==> src/core/panel_seq_pkg.sv <==
package panel_seq_pkg;

	// Clock rate and derived cycle counts.
	localparam int CLK_HZ = 25000000;
	localparam int CNT_W = 24;
	// Power-on readiness bound in milliseconds.
	localparam int READY_MS = 90;
	localparam int READY_CYCLES = (CLK_HZ / 1000) * READY_MS;
	// Power-down pin exit pulse on the reset pin, in microseconds.
	localparam int RESET_PULSE_US = 10;
	localparam int RESET_PULSE_CYCLES = (CLK_HZ / 1000000) * RESET_PULSE_US;

	// Power register values written by the source.
	localparam logic [2:0] POWER_D0 = 3'h1;
	localparam logic [2:0] POWER_D3 = 3'h2;

	// Default sequencing interval counts.
	localparam logic [CNT_W-1:0] DEF_POWER_TO_VIDEO = 24'h000010;
	localparam logic [CNT_W-1:0] DEF_VIDEO_TO_BACKLIGHT = 24'h000010;
	localparam logic [CNT_W-1:0] DEF_BACKLIGHT_OFF = 24'h000010;
	localparam logic [CNT_W-1:0] DEF_VIDEO_STOP = 24'h000010;
	localparam logic [CNT_W-1:0] DEF_OFF_MIN = 24'h000010;
	localparam logic [CNT_W-1:0] CNT_ONE = 24'h000001;
	localparam logic [CNT_W-1:0] CNT_ZERO = 24'h000000;

	// Programmable interval set.
	typedef struct packed {
		logic [CNT_W-1:0] power_to_video_delay;
		logic [CNT_W-1:0] video_to_backlight_delay;
		logic [CNT_W-1:0] backlight_off_to_video_stop;
		logic [CNT_W-1:0] video_stop_to_power_off;
		logic [CNT_W-1:0] power_off_min_time;
	} timing_type;

	// Panel-facing outputs.
	typedef struct packed {
		logic panel_power_enable_out;
		logic backlight_enable_out;
		logic lvds_drive;
		logic lvds_weak_pull;
	} panel_type;

	typedef enum logic [2:0] {
		ST_OFF = 3'h0,
		ST_POWER_UP = 3'h1,
		ST_BACKLIGHT_WAIT = 3'h2,
		ST_RUN = 3'h3,
		ST_BACKLIGHT_OFF = 3'h4,
		ST_VIDEO_STOP = 3'h5,
		ST_OFF_HOLD = 3'h6
	} seq_state_type;

	typedef enum logic [1:0] {
		PM_ACTIVE = 2'h0,
		PM_LOW_POWER = 2'h1,
		PM_DEEP = 2'h2
	} pm_state_type;

endpackage : panel_seq_pkg

==> src/core/panel_power_sequencer.sv <==
`timescale 1ns/1ps
`default_nettype none
module panel_power_sequencer #(
	parameter int SUPPLY_HOLD_CYCLES = 1000,
	parameter int RESET_DELAY_CYCLES = 1000,
	parameter int DIP_FILTER_CYCLES = 100
) (
	input wire logic CLK,
	input wire logic RST,
	input wire logic SUPPLY_OK,
	input wire logic SUPPLY_LOW,
	input wire logic POWER_DOWN_IN_LOW,
	input wire logic EDID_EMULATION_SELECT_PIN,
	input wire logic VIDEO_PRESENT,
	input wire logic VIDEO_LOCKED,
	input wire logic POWER_WRITE,
	input wire logic [2:0] POWER_VALUE,
	input wire logic TIMING_WRITE,
	input wire panel_seq_pkg::timing_type TIMING_IN,
	input wire logic EMULATION_WRITE,
	input wire logic EMULATION_VALUE,
	output panel_seq_pkg::panel_type PANEL,
	output logic HOT_PLUG_OUT,
	output logic SINK_LOCKED,
	output logic CORE_RESET_LOW,
	output logic I2C_ENABLE,
	output logic AUX_ENABLE,
	output logic EDID_FROM_INTERNAL,
	output logic [1:0] POWER_STATE
);

	// Two-flop synchronisers for every pin-side input except RST.
	logic [5:0] sync_a;
	logic [5:0] sync_b;
	always_ff @(posedge CLK) begin
		sync_a <= {SUPPLY_OK, SUPPLY_LOW, POWER_DOWN_IN_LOW,
			EDID_EMULATION_SELECT_PIN, VIDEO_PRESENT, VIDEO_LOCKED};
		sync_b <= sync_a;
	end
	logic supply_ok;
	logic supply_low;
	logic pd_low;
	logic emu_pin;
	logic video_ok;
	assign supply_ok = sync_b[5];
	assign supply_low = sync_b[4];
	assign pd_low = !sync_b[3];
	assign emu_pin = sync_b[2];
	assign video_ok = sync_b[1] && sync_b[0];

	// Power-on reset filter: hold time then delay, and dip filter.
	localparam int CNT_W_L = 32;
	logic [CNT_W_L-1:0] por_cnt, next_por_cnt;
	logic por_release, next_por_release;
	logic por_armed, next_por_armed;
	always_comb begin
		next_por_cnt = por_cnt;
		next_por_release = por_release;
		next_por_armed = por_armed;
		if (!por_release) begin
			if (!supply_ok) begin
				next_por_cnt = '0;
				next_por_armed = 1'b0;
			end else if (!por_armed) begin
				next_por_cnt = por_cnt + 32'h1;
				if (por_cnt >= 32'(SUPPLY_HOLD_CYCLES)) begin
					next_por_armed = 1'b1;
					next_por_cnt = '0;
				end
			end else begin
				next_por_cnt = por_cnt + 32'h1;
				if (por_cnt >= 32'(RESET_DELAY_CYCLES)) begin
					next_por_release = 1'b1;
					next_por_cnt = '0;
				end
			end
		end else if (supply_low) begin
			next_por_cnt = por_cnt + 32'h1;
			if (por_cnt >= 32'(DIP_FILTER_CYCLES)) begin
				next_por_release = 1'b0;
				next_por_armed = 1'b0;
				next_por_cnt = '0;
			end
		end else begin
			next_por_cnt = '0; // Short dips are forgotten.
		end
	end
	// Starts asserted so all logic below waits for a stable supply.
	always_ff @(posedge CLK) begin
		if (RST) begin
			por_cnt <= '0;
			por_release <= 1'b0;
			por_armed <= 1'b0;
		end else begin
			por_cnt <= next_por_cnt;
			por_release <= next_por_release;
			por_armed <= next_por_armed;
		end
	end
	logic core_rst;
	assign core_rst = RST || !por_release;
	// Start-up watch: a hold or delay too long for the ready bound trips it.
	logic [31:0] up_cnt, next_up_cnt;
	always_comb next_up_cnt = (!supply_ok || !core_rst) ? '0 : up_cnt + 32'h1;
	always_ff @(posedge CLK) up_cnt <= RST ? '0 : next_up_cnt;
	ready_time_a: assert property (@(posedge CLK) disable iff (RST)
		up_cnt < 32'(panel_seq_pkg::READY_CYCLES))
		else $error("Core reset held past the start-up bound.");

	// Power management and configuration registers.
	panel_seq_pkg::pm_state_type pm, next_pm;
	panel_seq_pkg::timing_type tm, next_tm;
	logic emu_reg, next_emu_reg;
	logic emu_pin_seen, next_emu_pin_seen;
	always_comb begin
		next_pm = pm;
		next_tm = tm;
		next_emu_reg = emu_reg;
		next_emu_pin_seen = emu_pin_seen;
		case (pm)
			panel_seq_pkg::PM_ACTIVE: begin
				if (POWER_WRITE && POWER_VALUE == panel_seq_pkg::POWER_D3)
					next_pm = panel_seq_pkg::PM_LOW_POWER;
			end
			panel_seq_pkg::PM_LOW_POWER: begin
				if (POWER_WRITE && POWER_VALUE == panel_seq_pkg::POWER_D0)
					next_pm = panel_seq_pkg::PM_ACTIVE;
			end
			panel_seq_pkg::PM_DEEP: begin
				if (!pd_low) begin
					next_pm = panel_seq_pkg::PM_ACTIVE;
					next_emu_pin_seen = 1'b0; // Pins resampled on exit.
				end
			end
			default: next_pm = panel_seq_pkg::PM_ACTIVE;
		endcase
		if (pd_low)
			next_pm = panel_seq_pkg::PM_DEEP;
		// Sample the select pin once per start; it overrides stored value.
		if (!emu_pin_seen && !pd_low) begin
			next_emu_reg = !emu_pin;
			next_emu_pin_seen = 1'b1;
		end
		if (pm != panel_seq_pkg::PM_DEEP) begin
			if (TIMING_WRITE)
				next_tm = TIMING_IN;
			if (EMULATION_WRITE && emu_pin_seen)
				next_emu_reg = EMULATION_VALUE;
		end
	end
	always_ff @(posedge CLK) begin
		if (core_rst) begin
			pm <= panel_seq_pkg::PM_ACTIVE;
			tm <= {panel_seq_pkg::DEF_POWER_TO_VIDEO,
				panel_seq_pkg::DEF_VIDEO_TO_BACKLIGHT,
				panel_seq_pkg::DEF_BACKLIGHT_OFF,
				panel_seq_pkg::DEF_VIDEO_STOP,
				panel_seq_pkg::DEF_OFF_MIN};
			emu_reg <= 1'b0;
			emu_pin_seen <= 1'b0;
		end else begin
			pm <= next_pm;
			tm <= next_tm;
			emu_reg <= next_emu_reg;
			emu_pin_seen <= next_emu_pin_seen;
		end
	end

	// Panel sequencing state machine with one shared interval counter.
	panel_seq_pkg::seq_state_type st, next_st;
	logic [panel_seq_pkg::CNT_W-1:0] cnt, next_cnt;
	logic want_on;
	logic done;
	assign want_on = (pm == panel_seq_pkg::PM_ACTIVE) && video_ok;
	assign done = (cnt == panel_seq_pkg::CNT_ZERO);
	always_comb begin
		next_st = st;
		next_cnt = done ? cnt : cnt - panel_seq_pkg::CNT_ONE;
		case (st)
			panel_seq_pkg::ST_OFF: begin
				if (want_on) begin
					next_st = panel_seq_pkg::ST_POWER_UP;
					next_cnt = tm.power_to_video_delay;
				end
			end
			panel_seq_pkg::ST_POWER_UP: begin
				if (!want_on) begin
					next_st = panel_seq_pkg::ST_VIDEO_STOP;
					next_cnt = tm.video_stop_to_power_off;
				end else if (done) begin
					next_st = panel_seq_pkg::ST_BACKLIGHT_WAIT;
					next_cnt = tm.video_to_backlight_delay;
				end
			end
			panel_seq_pkg::ST_BACKLIGHT_WAIT: begin
				if (!want_on) begin
					next_st = panel_seq_pkg::ST_VIDEO_STOP;
					next_cnt = tm.video_stop_to_power_off;
				end else if (done)
					next_st = panel_seq_pkg::ST_RUN;
			end
			panel_seq_pkg::ST_RUN: begin
				if (pm != panel_seq_pkg::PM_ACTIVE) begin
					next_st = panel_seq_pkg::ST_BACKLIGHT_OFF;
					next_cnt = tm.backlight_off_to_video_stop;
				end else if (!video_ok) begin
					next_st = panel_seq_pkg::ST_VIDEO_STOP;
					next_cnt = tm.video_stop_to_power_off;
				end
			end
			panel_seq_pkg::ST_BACKLIGHT_OFF: begin
				if (done || !video_ok) begin
					next_st = panel_seq_pkg::ST_VIDEO_STOP;
					next_cnt = tm.video_stop_to_power_off;
				end
			end
			panel_seq_pkg::ST_VIDEO_STOP: begin
				if (done) begin
					next_st = panel_seq_pkg::ST_OFF_HOLD;
					next_cnt = tm.power_off_min_time;
				end
			end
			panel_seq_pkg::ST_OFF_HOLD: begin
				if (done)
					next_st = panel_seq_pkg::ST_OFF;
			end
			default: next_st = panel_seq_pkg::ST_OFF;
		endcase
		// Deep power-down abandons the sequence at once, by design.
		if (pm == panel_seq_pkg::PM_DEEP && st != panel_seq_pkg::ST_OFF &&
			st != panel_seq_pkg::ST_OFF_HOLD) begin
			next_st = panel_seq_pkg::ST_OFF_HOLD;
			next_cnt = tm.power_off_min_time;
		end
	end
	always_ff @(posedge CLK) begin
		if (core_rst) begin
			st <= panel_seq_pkg::ST_OFF;
			cnt <= panel_seq_pkg::CNT_ZERO;
		end else begin
			st <= next_st;
			cnt <= next_cnt;
		end
	end

	// Registered outputs derived from the states.
	panel_seq_pkg::panel_type next_panel;
	always_comb begin
		next_panel.panel_power_enable_out = (st == panel_seq_pkg::ST_POWER_UP) ||
			(st == panel_seq_pkg::ST_BACKLIGHT_WAIT) ||
			(st == panel_seq_pkg::ST_RUN) ||
			(st == panel_seq_pkg::ST_BACKLIGHT_OFF) ||
			(st == panel_seq_pkg::ST_VIDEO_STOP);
		next_panel.lvds_drive = (st == panel_seq_pkg::ST_BACKLIGHT_WAIT) ||
			(st == panel_seq_pkg::ST_RUN) ||
			(st == panel_seq_pkg::ST_BACKLIGHT_OFF);
		next_panel.backlight_enable_out = (st == panel_seq_pkg::ST_RUN) &&
			(pm == panel_seq_pkg::PM_ACTIVE);
		next_panel.lvds_weak_pull = !next_panel.lvds_drive;
	end
	always_ff @(posedge CLK) begin
		if (core_rst) begin
			PANEL <= '{1'b0, 1'b0, 1'b0, 1'b1};
			HOT_PLUG_OUT <= 1'b0;
			SINK_LOCKED <= 1'b0;
			I2C_ENABLE <= 1'b0;
			AUX_ENABLE <= 1'b0;
			EDID_FROM_INTERNAL <= 1'b0;
			POWER_STATE <= 2'h0;
		end else begin
			PANEL <= next_panel;
			HOT_PLUG_OUT <= (pm != panel_seq_pkg::PM_DEEP) && emu_pin_seen;
			SINK_LOCKED <= next_panel.lvds_drive && video_ok;
			I2C_ENABLE <= (pm == panel_seq_pkg::PM_ACTIVE);
			AUX_ENABLE <= (pm != panel_seq_pkg::PM_DEEP);
			EDID_FROM_INTERNAL <= emu_reg;
			POWER_STATE <= pm;
		end
	end
	assign CORE_RESET_LOW = !core_rst;

	// Checks on sequencing order and power-management states.
	power_first_a: assert property (@(posedge CLK) disable iff (core_rst)
		PANEL.lvds_drive |-> PANEL.panel_power_enable_out)
		else $error("LVDS driven without panel power.");
	light_video_a: assert property (@(posedge CLK) disable iff (core_rst)
		PANEL.backlight_enable_out |-> PANEL.lvds_drive)
		else $error("Backlight on without video.");
	deep_dark_a: assert property (@(posedge CLK) disable iff (core_rst)
		pm == panel_seq_pkg::PM_DEEP |=> !PANEL.backlight_enable_out)
		else $error("Backlight on in deep power-down.");
	low_quiet_a: assert property (@(posedge CLK) disable iff (core_rst)
		pm == panel_seq_pkg::PM_LOW_POWER |=> !I2C_ENABLE)
		else $error("I2C enabled in low power.");
	off_hold_a: assert property (@(posedge CLK) disable iff (core_rst)
		$fell(PANEL.panel_power_enable_out) |-> !PANEL.panel_power_enable_out [*2])
		else $error("Panel power re-raised too soon.");
	d3_entry_a: assert property (@(posedge CLK) disable iff (core_rst)
		(pm == panel_seq_pkg::PM_ACTIVE && !pd_low && POWER_WRITE &&
		POWER_VALUE == panel_seq_pkg::POWER_D3) |=>
		pm == panel_seq_pkg::PM_LOW_POWER)
		else $error("D3 write not honoured.");
	d0_exit_a: assert property (@(posedge CLK) disable iff (core_rst)
		(pm == panel_seq_pkg::PM_LOW_POWER && !pd_low && POWER_WRITE &&
		POWER_VALUE == panel_seq_pkg::POWER_D0) |=>
		pm == panel_seq_pkg::PM_ACTIVE)
		else $error("D0 write not honoured.");
	backlight_first_a: assert property (@(posedge CLK) disable iff (core_rst)
		st == panel_seq_pkg::ST_BACKLIGHT_OFF |=> !PANEL.backlight_enable_out)
		else $error("Backlight still on during shutdown.");
	run_c: cover property (@(posedge CLK) st == panel_seq_pkg::ST_RUN);
	d3_c: cover property (@(posedge CLK) st == panel_seq_pkg::ST_BACKLIGHT_OFF);
	deep_c: cover property (@(posedge CLK) pm == panel_seq_pkg::PM_DEEP);
endmodule : panel_power_sequencer
`default_nettype wire

==> config.mk <==
export PLATFORM = sky130hd
export DESIGN_NAME = panel_power_sequencer
export DESIGN_NICKNAME = d
export VERILOG_FILES = /design/src/core/panel_seq_pkg.sv /design/src/core/panel_power_sequencer.sv
export SDC_FILE = /design/constraint.sdc
export NUM_CORES = 1
export LEC_CHECK = 0
export BUFFER_PORTS_ARGS = -buffer_cell sky130_fd_sc_hd__buf_2
export CAP_MARGIN = 20
export CORE_ASPECT_RATIO = 0.8
export CORE_MARGIN = 4
export CORE_UTILIZATION = 30
export DETAILED_ROUTE_END_ITERATION = 7
export GPL_TIMING_DRIVEN = 0
export SYNTH_ARGS = -nofsm -noshare
export SYNTH_HDL_FRONTEND = slang
export SYNTH_SLANG_ARGS = --single-unit
==> constraint.sdc <==
create_clock -name CLK -period 3.1 [get_ports CLK]
set_clock_uncertainty 0.2 [all_clocks]
set_input_delay 0.62 -clock CLK [delete_from_list [all_inputs] [get_ports CLK]]
set_output_delay 0.62 -clock CLK [all_outputs]
set_load 0.02 [all_outputs]
---- After elaboration in Yosys (flattened, before gate mapping) ----
Cells that the tools add are included.
operators by class
  add/subtract/negate cells ............... 2
  multiply operators ...................... 0
  div/mod/pow operators ................... 0
  $lt $le $gt $ge ......................... 2
  equal/unequal tests ..................... 32
  shifts and indexed selects .............. 0
  mux-type cells .......................... 49
  bitwise logic cells ..................... 1
  reductions and logical operators ........ 41
operators with widths
  cell                   count
  $mux 24                10
  $mux 32                5
  $pmux 24 s6            1
  $mux 3                 11
  $add 32x1->32 const B  1
  $ge 32x10->1 const B   1
  $ge 32x7->1 const B    1
  $ne 3x3->1 const B     10
  $logic_not 24->1       1
  $sub 24x1->24 const B  1
  $pmux 3 s7             1
  $mux 1                 17
  $ne 2x2->1 const B     8
  $reduce_and 7->1       2
  $ne 4x4->1 const B     3
  $logic_and 1x1->1      11
  $reduce_and 2->1       5
  $eq 3x2->1 const B     3
  $eq 3x3->1 const B     3
  $logic_or 1x1->1       8
  $eq 3x1->1 const B     2
  $logic_not 1->1        6
  $mux 2                 3
  $reduce_bool 2->1      3
  9 further kinds        10
storage, ports and cells
  bits in registers ....................... 208
  latch bits .............................. 0
  bits in writable memories ............... 0
  ROM bits ................................ 0
  input bits .............................. 135
  output and inout bits ................... 12
  word-level logic and storage cells ...... 154
  memories kept ........................... 0

---- Depth between registers and ports, before layout ----
Gate-level depths: netlist (run 1).
  word-level depth ........................ 6
  mapped depth ............................ 11

---- Worst setup path before layout (run 1) ----
Ideal clock, no wire load.
  path kind ............................... flip-flop to flip-flop
  start point ............................. register cnt[10] (netlist bit)
  end point ............................... register cnt[17] (netlist bit)
  setup time .............................. 0.070 ns
  arrival time ............................ 2.340 ns
  data required time ...................... 2.830 ns
  slack ................................... 0.490 ns
  stages on the path, launching flop included .. 10
  buffers on the path ..................... 2
  period minus slack after synthesis ...... 2.610 ns
  cell sequence ........................... dfxtp_1 -> or4_1 -> buf_2 -> or2_4 -> buf_6 -> or3_1 -> or3_1 -> a21oi_1 -> a211oi_1 -> a21oi_1
on the way
  word-level cells in the longest chain between the ends .. 6
  elaborated cells between the ends (all ways) .. 14
  classes of those cells .................. add/sub (1); mux (11); reduce/logical (2)
ends and longest elaborated chain
  element                                            line                                                        RTL
  from (decl)                                        panel_power_sequencer.sv:171                                logic [panel_seq_pkg::CNT_W-1:0] cnt, next_cnt;
  from (signal assigned)                             panel_power_sequencer.sv:239                                cnt <= panel_seq_pkg::CNT_ZERO;
  from (signal assigned)                             panel_power_sequencer.sv:242                                cnt <= next_cnt;
  $sub 24x1->24 or $logic_not 24->1 (tied branches)  panel_power_sequencer.sv:178, panel_power_sequencer.sv:175
  $mux 24                                            panel_power_sequencer.sv:178                                next_cnt = done ? cnt : cnt - panel_seq_pkg::CNT_ONE;
  $mux 24 (on tied branches)                         panel_power_sequencer.sv:206, panel_power_sequencer.sv:190
  $mux 24 (on tied branches)                         panel_power_sequencer.sv:203, panel_power_sequencer.sv:187
  $pmux 24 s6 (*)                                    panel_power_sequencer.sv:179                                case (st)
  $mux 24 (*)                                        panel_power_sequencer.sv:230                                if (pm == panel_seq_pkg::PM_DEEP && st != panel_seq_pkg::ST_OFF &&
Mark *: on every way between the ends. The rest lies on a longest branch, timed or not.
A chain may end at the register's enable or synchronous reset.

---- Worst setup path after layout (run 1) ----
  start point ............................. register st[2]
  end point ............................... register cnt[1] (netlist bit)
on the way
  word-level cells in the longest chain between the ends .. 4
  elaborated cells between the ends (all ways) .. 12
  classes of those cells .................. eq/ne (6); mux (2); reduce/logical (4)
ends and longest elaborated chain
  element                                              line                          RTL
  from (decl)                                          panel_power_sequencer.sv:170  panel_seq_pkg::seq_state_type st, next_st;
  from (signal assigned)                               panel_power_sequencer.sv:238  st <= panel_seq_pkg::ST_OFF;
  from (signal assigned)                               panel_power_sequencer.sv:241  st <= next_st;
  branches (longest 3 deep; another with $pmux 24 s6)  n/a
  $mux 24 (*)                                          panel_power_sequencer.sv:230
Every way passes the cells marked *.

==> results of run 1 <==
stage by stage:
step / hold WS (ps) / cell area (sq um) / util / setup WS, ps
2_1_floorplan: 110 / 9640 / - / 490
3_3_place_gp: 113 / 10900 / 0.347 / -892
3_5_place_dp: 115 / 10900 / 0.347 / -770
4_1_cts: 50.3 / 11800 / 0.376 / 0.495
5_1_grt: 69.2 / 12000 / 0.381 / -1.40
6_report: 72.1 / 12000 / 0.381 / -40.8
layout make-up:
class                   instances  area [sq um]  area share
well taps                     420           526      0.0439
multi-input cells             950          5230       0.437
clock buffers                  31           656      0.0548
inverters                      15          56.3     0.00470
clock inverters                10           128      0.0107
repair buffers                159           843      0.0705
flip-flops and latches        208          4160       0.348
plain buffers                  82           363      0.0303
metal layers:
| layer | part of all wire | vias to the layer above | GRT usage |
|---|---|---|---|
| li1 | - | 4773 | - |
| met1 | 0.47 | 4797 | 0.354 |
| met2 | 0.39 | 536 | 0.330 |
| met3 | 0.11 | 89 | 0.0699 |
| met4 | 0.026 | 0 | 0.0586 |
| met5 | 0 | - | 0 |
kinds of logic (layout without fill, tap and decap cells):
group,after synthesis,in the layout,share of synthesized area
AND/OR/NAND/NOR,500,500,0.234
AO/OA/AOI/OAI,396,396,0.255
flip-flops,208,208,0.436
buffers and inverters,103,297,0.0431
XOR/XNOR,23,23,0.0211
adder cells (fa/ha/maj),7,7,0.00838
multiplexers,2,2,0.00209
other,1,22,0.000392
worst max path at each step:
stage	startpoint	end	slack [ps]	cells past startpoint
after floorplan	cnt[10]$_SDFF_PN0_	cnt[17]$_SDFF_PN0_	490	9
after global placement	st[0]$_SDFFE_PP0P_	cnt[6]$_SDFF_PN0_	-890	7
after detailed placement	st[0]$_SDFFE_PP0P_	cnt[6]$_SDFF_PN0_	-770	7
after CTS	por_release$_SDFF_PP0_	CORE_RESET_LOW	0.5	4
after global routing	cnt[0]$_SDFF_PN0_	cnt[23]$_SDFF_PN0_	-1	10
final	st[2]$_SDFFE_PN0P_	cnt[1]$_SDFF_PN0_	-40	5
cell usage after synthesis, types with 9 or more instances:
| cell | number | area [sq um] |
|---|---|---|
| a211oi_1 | 13 | 97.6 |
| a21oi_1 | 186 | 931 |
| a221oi_1 | 12 | 105 |
| a22oi_1 | 23 | 173 |
| a31oi_1 | 12 | 75.1 |
| clkbuf_1 | 77 | 289 |
| dfxtp_1 | 208 | 4160 |
| inv_1 | 14 | 52.6 |
| nand2_1 | 310 | 1160 |
| nand2b_1 | 9 | 56.3 |
| nand3_1 | 28 | 140 |
| nor2_1 | 57 | 214 |
| nor3_1 | 20 | 100 |
| o21ai_0 | 68 | 340 |
| or3_1 | 15 | 93.8 |
| xnor2_1 | 13 | 114 |
| xor2_1 | 10 | 87.6 |
critical path: cells and delay by family (launching register included):
family | cells | cell delay (ps)
buf+inv | 1 | 470
compound gates | 3 | 870
flops | 1 | 370
simple gates | 1 | 1130
power groups by stage:
stage / logic [mW] / clock network [mW] / registers [mW]
detailed placement: 0.450 / 0 / 2.80
global placement: 0.451 / 0 / 2.80
finish: 0.481 / 2.87 / 2.75
global route: 0.524 / 3.03 / 2.75
floorplan: 0.242 / 0 / 2.79
CTS: 0.463 / 2.93 / 2.74
what timing repair did:
item,in CTS,in global routing
hold buffers,6,0
setup endpoints to repair,37,103
cloned,0,0
endpoints found under the hold margin,6,0
setup buffers,1,5
resized for setup,23,43
pin swaps,2,3
==> reports/results.md, run 1 <==
## Status
- complete, but fails checks — run status
- negative setup slack — violations in the final reports

## Global route
- 62,800 microns — first-pass GRT wire length
- 14 — maximum number of pins on one net before global-route repair
- 9,652 — via count of the first global-routing pass
- 0.236 — combined global-route utilization of all metal layers
- 0 — initial antenna violation count
- 0 — global route total overflow

## Worst setup path
- 3400 ps — data arrival at the endpoint of the critical path
- 10 — Max Fanout on Critical Path
- clkinv_1 > nor2_1 > a21oi_1 > o311a_1 > a311oi_1 — chain of cells forming the critical path
- st[2]$_SDFFE_PN0P_ — reg-to-reg critical path startpoint
- register to register — CP Class
- cnt[1]$_SDFF_PN0_ — end of the worst register-to-register path
- register — startpoint class of the critical path
- register — CP endpoint kind
- 5 — FF-to-FF path depth
- 3360 ps — required time of the critical path
- 1130 ps — CP peak stage delay
- -40 ps — register-to-register setup slack
- nor2_1 — critical-path cell with the highest stage delay

## Worst hold path
- RST — Worst Hold Launch
- 2 — instance count along the most critical hold path
- primary input to register — class of the tightest hold or removal check
- por_release$_SDFF_PP0_ — hold endpoint

## Synth
- 1,240 — Cells after Synth
- 76 — count of different cell masters after synthesis
- 9560 sq um — synthesized area
- 208 — number of synthesized register bits
- 0 — number of synthesized flops with an enable pin
- dfxtp_1 — most frequently used flop master after synthesis
- 0 — number of warnings issued by yosys
- 7.71 sq um — average instance area after synthesis
- 0.436 — fraction of the yosys area taken by sequential cells
- 0 — share of flip-flops with an asynchronous set or reset after synthesis

## Power
- 510 nW/um^2 — total power density per cell area
- 4.55 mW — internal power summed over all cells
- 4.50 nW — leakage component of the power
- 0.450 — sequential cell fraction of total power
- 6.10 mW — Total Power
- 0.351 mV — Max IR drop VDD
- 0.079 — share of power burned in combinational logic
- 0.253 — Sw Ratio
- 0.471 — Clk pwr share
- 1.55 mW — switching component of the power

## Detailed routing
- 43,100 microns — aggregate routed wire length
- 23.0 microns — Wirelength per Cell
- 6 — number of detailed-route iterations in the first pass
- 0 — post-route DRC violation count
- 10,200 — total via count in the routed design
- 0 — residual antenna-violating net count after detailed routing
- 5.44 — vias per inst
- 1,103 — detailed router's first-iteration violation count

## Clock tree
- 70 ps — Clock Pin Slew Worst Setup and Hold Paths
- 3 — deepest clock path buffer count
- 208 — sink count of the clock tree
- clkbuf_16 — Root Buffer
- done — TritonCTS clock tree
- 23 — number of buffers created by CTS
- 1 — maximum level of the CTS H-tree
- 550 ps — clock latency on the worst-skew pair

## Cells and area
- 120 — Largest register FFs
- 1,578 — nets@finish
- 25.2% — Layout Area Growth over Synthesis
- 3,359 — Fill cells
- 1,875 — final std cells w/o fill
- 0.176 — layout cell share with drive strength beyond 1
- 309 x nand2_1, 208 x dfxtp_1, 186 x a21oi_1 — highest-count cells in the layout ignoring fill and taps
- nand2_1 — most common cell after layout, fill and taps aside
- tm (120), por_cnt (32), cnt (24) — largest registers ranked by flip-flop count
- tm — Largest Register
- 0 — antenna fix cells

## STA
- 3140 ps — post-layout min period
- 1250 ps — worst slew pin tran
- 0 — number of hold violations in the final report
- 0 — count of final max-slew check failures
- 2 — endpoints failing setup
- 1.01 — ratio of final minimum period to clock period
- 0.166 — Rel. slew slack
- -40.8 ps — Final Worst Setup Slack
- -58.4 ps — Total Negative Setup Slacks
- 318 MHz — FMAX

## Placement
- 1,827 — placed cell count
- 1.03 — routability-driven placement congestion ratio
- 146 — count of input and output buffers
- 32,500 microns — sum of net half-perimeters after detailed placement

## Die
- 168 microns — Vert. Die Dim
- 34,800 sq um — area enclosed by the die boundary
- 0.304 — effective utilization at floorplan
- 58 — Site Rows
- 208 microns — floorplan die width
- 31,400 sq um — area of the core region
- 147 — boundary pin count

## Job
- 0 — max_cap viols

Note: power is estimated with default switching activity, not from simulation.
==> run 2: changes to the inputs <==
- ABC_CLOCK_PERIOD_IN_PS: default -> 3100
- CORE_UTILIZATION: 30 -> 57
- PLACE_DENSITY: default -> 0.8
- SLEW_MARGIN: default -> 30
==> run 2 against run 1 <==
  * The run still ends with negative setup slack left
  * Register-to-register slack better by 20 ps
  * First-iteration DRC count is 39% higher
  * Sequential power hardly changed
  * Core utilization is 32 points higher
  * Global-route usage is 15 points higher
  * Combinational power hardly changed
  * Power is 4.2% lower
  * Largest power group is now sequential cells
==> reports/results.md, run 2 (synthesis gave the netlist of run 1 again) <==
## Die
- 18,900 sq um — area enclosed by the die boundary, -46%
- 0.579 — effective utilization at floorplan, +0.275
- 124 microns — Vert. Die Dim, -26%
- 153 microns — floorplan die width, -26%
- 42 — Site Rows, -28%
- 147 — boundary pin count, unchanged
- 16,500 sq um — area of the core region, -47%

## STA
- -17.9 ps — Final Worst Setup Slack, +22.9 ps
- 3120 ps — post-layout min period, -22.9 ps
- 1.01 — ratio of final minimum period to clock period, -0.00737
- 0.297 — Rel. slew slack, +0.131
- yes — setup repair after global routing missed its margin
- 321 MHz — FMAX, +0.73%
- 1 — endpoints failing setup, -1
- 2.77 ps — Post-Route Hold Slack, -69.4 ps
- 1050 ps — worst slew pin tran, -192 ps
- 0 — number of hold violations in the final report, unchanged
- 0 — count of final max-slew check failures, unchanged

## Power
- 0.524 mV — Max IR drop VDD, +49%
- 4.41 nW — leakage component of the power, -1.9%
- 1.46 mW — switching component of the power, -5.7%
- 0.082 — share of power burned in combinational logic, +0.003
- 4.39 mW — internal power summed over all cells, -3.7%
- 505 nW/um^2 — total power density per cell area, -0.95%
- 0.449 — Clk pwr share, -0.022
- 0.469 — sequential cell fraction of total power, +0.019
- 0.249 — Sw Ratio, -0.00405

## Cells and area
- 1,337 — Fill cells, -60%
- 21.1% — Layout Area Growth over Synthesis
- nand2_1 — most common cell after layout, fill and taps aside
- 1,570 — nets@finish, -0.51%
- tm — Largest Register
- tm (120), por_cnt (32), cnt (24) — largest registers ranked by flip-flop count
- 310 x nand2_1, 206 x dfxtp_1, 182 x a21oi_1 — highest-count cells in the layout ignoring fill and taps
- 1,667 — final std cells w/o fill, -11%
- 0.173 — layout cell share with drive strength beyond 1, -0.00293
- 120 — Largest register FFs, unchanged

## Worst setup path
- 3260 ps — data arrival at the endpoint of the critical path, -140 ps
- 3250 ps — required time of the critical path, -110 ps
- 10 — Max Fanout on Critical Path, unchanged
- register to register — CP Class
- register — startpoint class of the critical path
- register — CP endpoint kind

## Clock tree
- 60 ps — Clock Pin Slew Worst Setup and Hold Paths, about the same
- 208 — sink count of the clock tree, unchanged
- 1 — maximum level of the CTS H-tree, unchanged
- done — TritonCTS clock tree
- 3 — deepest clock path buffer count, unchanged
- clkbuf_16 — Root Buffer
- 520 ps — clock latency on the worst-skew pair, -30 ps
- 21 — number of buffers created by CTS, -8.7%

## Global route
- 16 — maximum number of pins on one net before global-route repair, +2
- 0 — global route total overflow, unchanged
- 9,662 — via count of the first global-routing pass, +0.10%
- 0.388 — combined global-route utilization of all metal layers, +0.152
- 3 — initial antenna violation count, +3
- 56,300 microns — first-pass GRT wire length, -10%

## Detailed routing
- 23.1 microns — Wirelength per Cell, +0.49%
- 6.35 — vias per inst, +17%
- 10,600 — total via count in the routed design, +3.9%
- 1,528 — detailed router's first-iteration violation count, +39%
- 0 — post-route DRC violation count, unchanged
- 6 — number of detailed-route iterations in the first pass, unchanged
- 0 — residual antenna-violating net count after detailed routing, unchanged
- 38,500 microns — aggregate routed wire length, -11%

## Status
- negative setup slack — violations in the final reports
- complete, but fails checks — run status

## Worst hold path
- primary input to register — class of the tightest hold or removal check

## Job
- 0 — max_cap viols, unchanged

## Placement
- 1.08 — routability-driven placement congestion ratio, +4.8%
- 28,300 microns — sum of net half-perimeters after detailed placement, -13%
- 146 — count of input and output buffers, unchanged
- 1,627 — placed cell count, -11%
- -495 ps — Setup Slack @ Placement, +275 ps

## run 2: cell types whose count changed in the layout (fill, tap and decap cells not counted), sizes merged
| cell | change |
|---|---|
| clkbuf | -4 |
| dlygate4sd3 | -5 |
| diode | +2 |
| buf | -2 |
| inv | +1 |
## run 2: metrics by stage
step	total power, mW	setup TNS (ps)	util	instance area, sq um
after CTS	5.79	-231	0.691	11400
after floorplan	3.03	0	-	9640
after detailed placement	3.24	-4930	0.645	10600
after global placement	3.23	-5300	0.645	10600
after global routing	5.97	-177	0.702	11600
final	5.84	-17.9	0.702	11600
## run 2: cell type report
type	instances	area (sq um)	area share
Timing Repair Buffer	151	771	0.0666
Multi-Input combinational cell	950	5230	0.451
Clock buffer	26	574	0.0496
Antenna cell	2	5.00	0.000432
Clock inverter	11	136	0.0118
Tap cell	220	275	0.0238
Sequential cell	208	4170	0.360
Inverter	15	56.3	0.00486
Buffer	84	368	0.0318
## run 2: worst max-delay path: stages (launching register included)
cell and delay [ps]:
dfxtp_1 410, inv_1 150, ha_1 220, nor2b_2 180, and3_2 260, a31oi_2 300, clkbuf_4 320, o22ai_1 190
a221oi_1 510, a31oi_4 200
## run 2: worst paths after layout
path,to,slack [ps],from,cells past startpoint
worst min-delay path,sync_a[3]$_DFF_P_,3,POWER_DOWN_IN_LOW,1
worst max register to register,cnt[20]$_SDFF_PN0_,-20,cnt[1]$_SDFF_PN0_,9
worst max-delay path,cnt[20]$_SDFF_PN0_,-20,cnt[1]$_SDFF_PN0_,9
worst min register to register,sync_b[5]$_DFF_P_,130,sync_a[5]$_DFF_P_,0
## run 2: what timing repair did
action,in CTS,in global routing
endpoints found under the setup margin,26,74
resized for setup,12,49
setup buffers,1,3
endpoints found under the hold margin,0,1
pin swaps,1,5
hold buffers,0,1
## run 2: power by group through the flow
stage	combinational [mW]	clock, mW	sequential [mW]
2_1_floorplan	0.242	0	2.79
4_1_cts	0.446	2.61	2.74
5_1_grt	0.512	2.71	2.75
6_report	0.478	2.62	2.74
3_3_place_gp	0.431	0	2.80
3_5_place_dp	0.436	0	2.80
## run 2: metal layers
metal  vias to the layer above  share of wire  track usage
li1                       4747              -            -
met1                      4861           0.39        0.528
met2                       831           0.41        0.581
met3                       148           0.16        0.137
met4                         4          0.038        0.127
met5                         -        0.00070            0
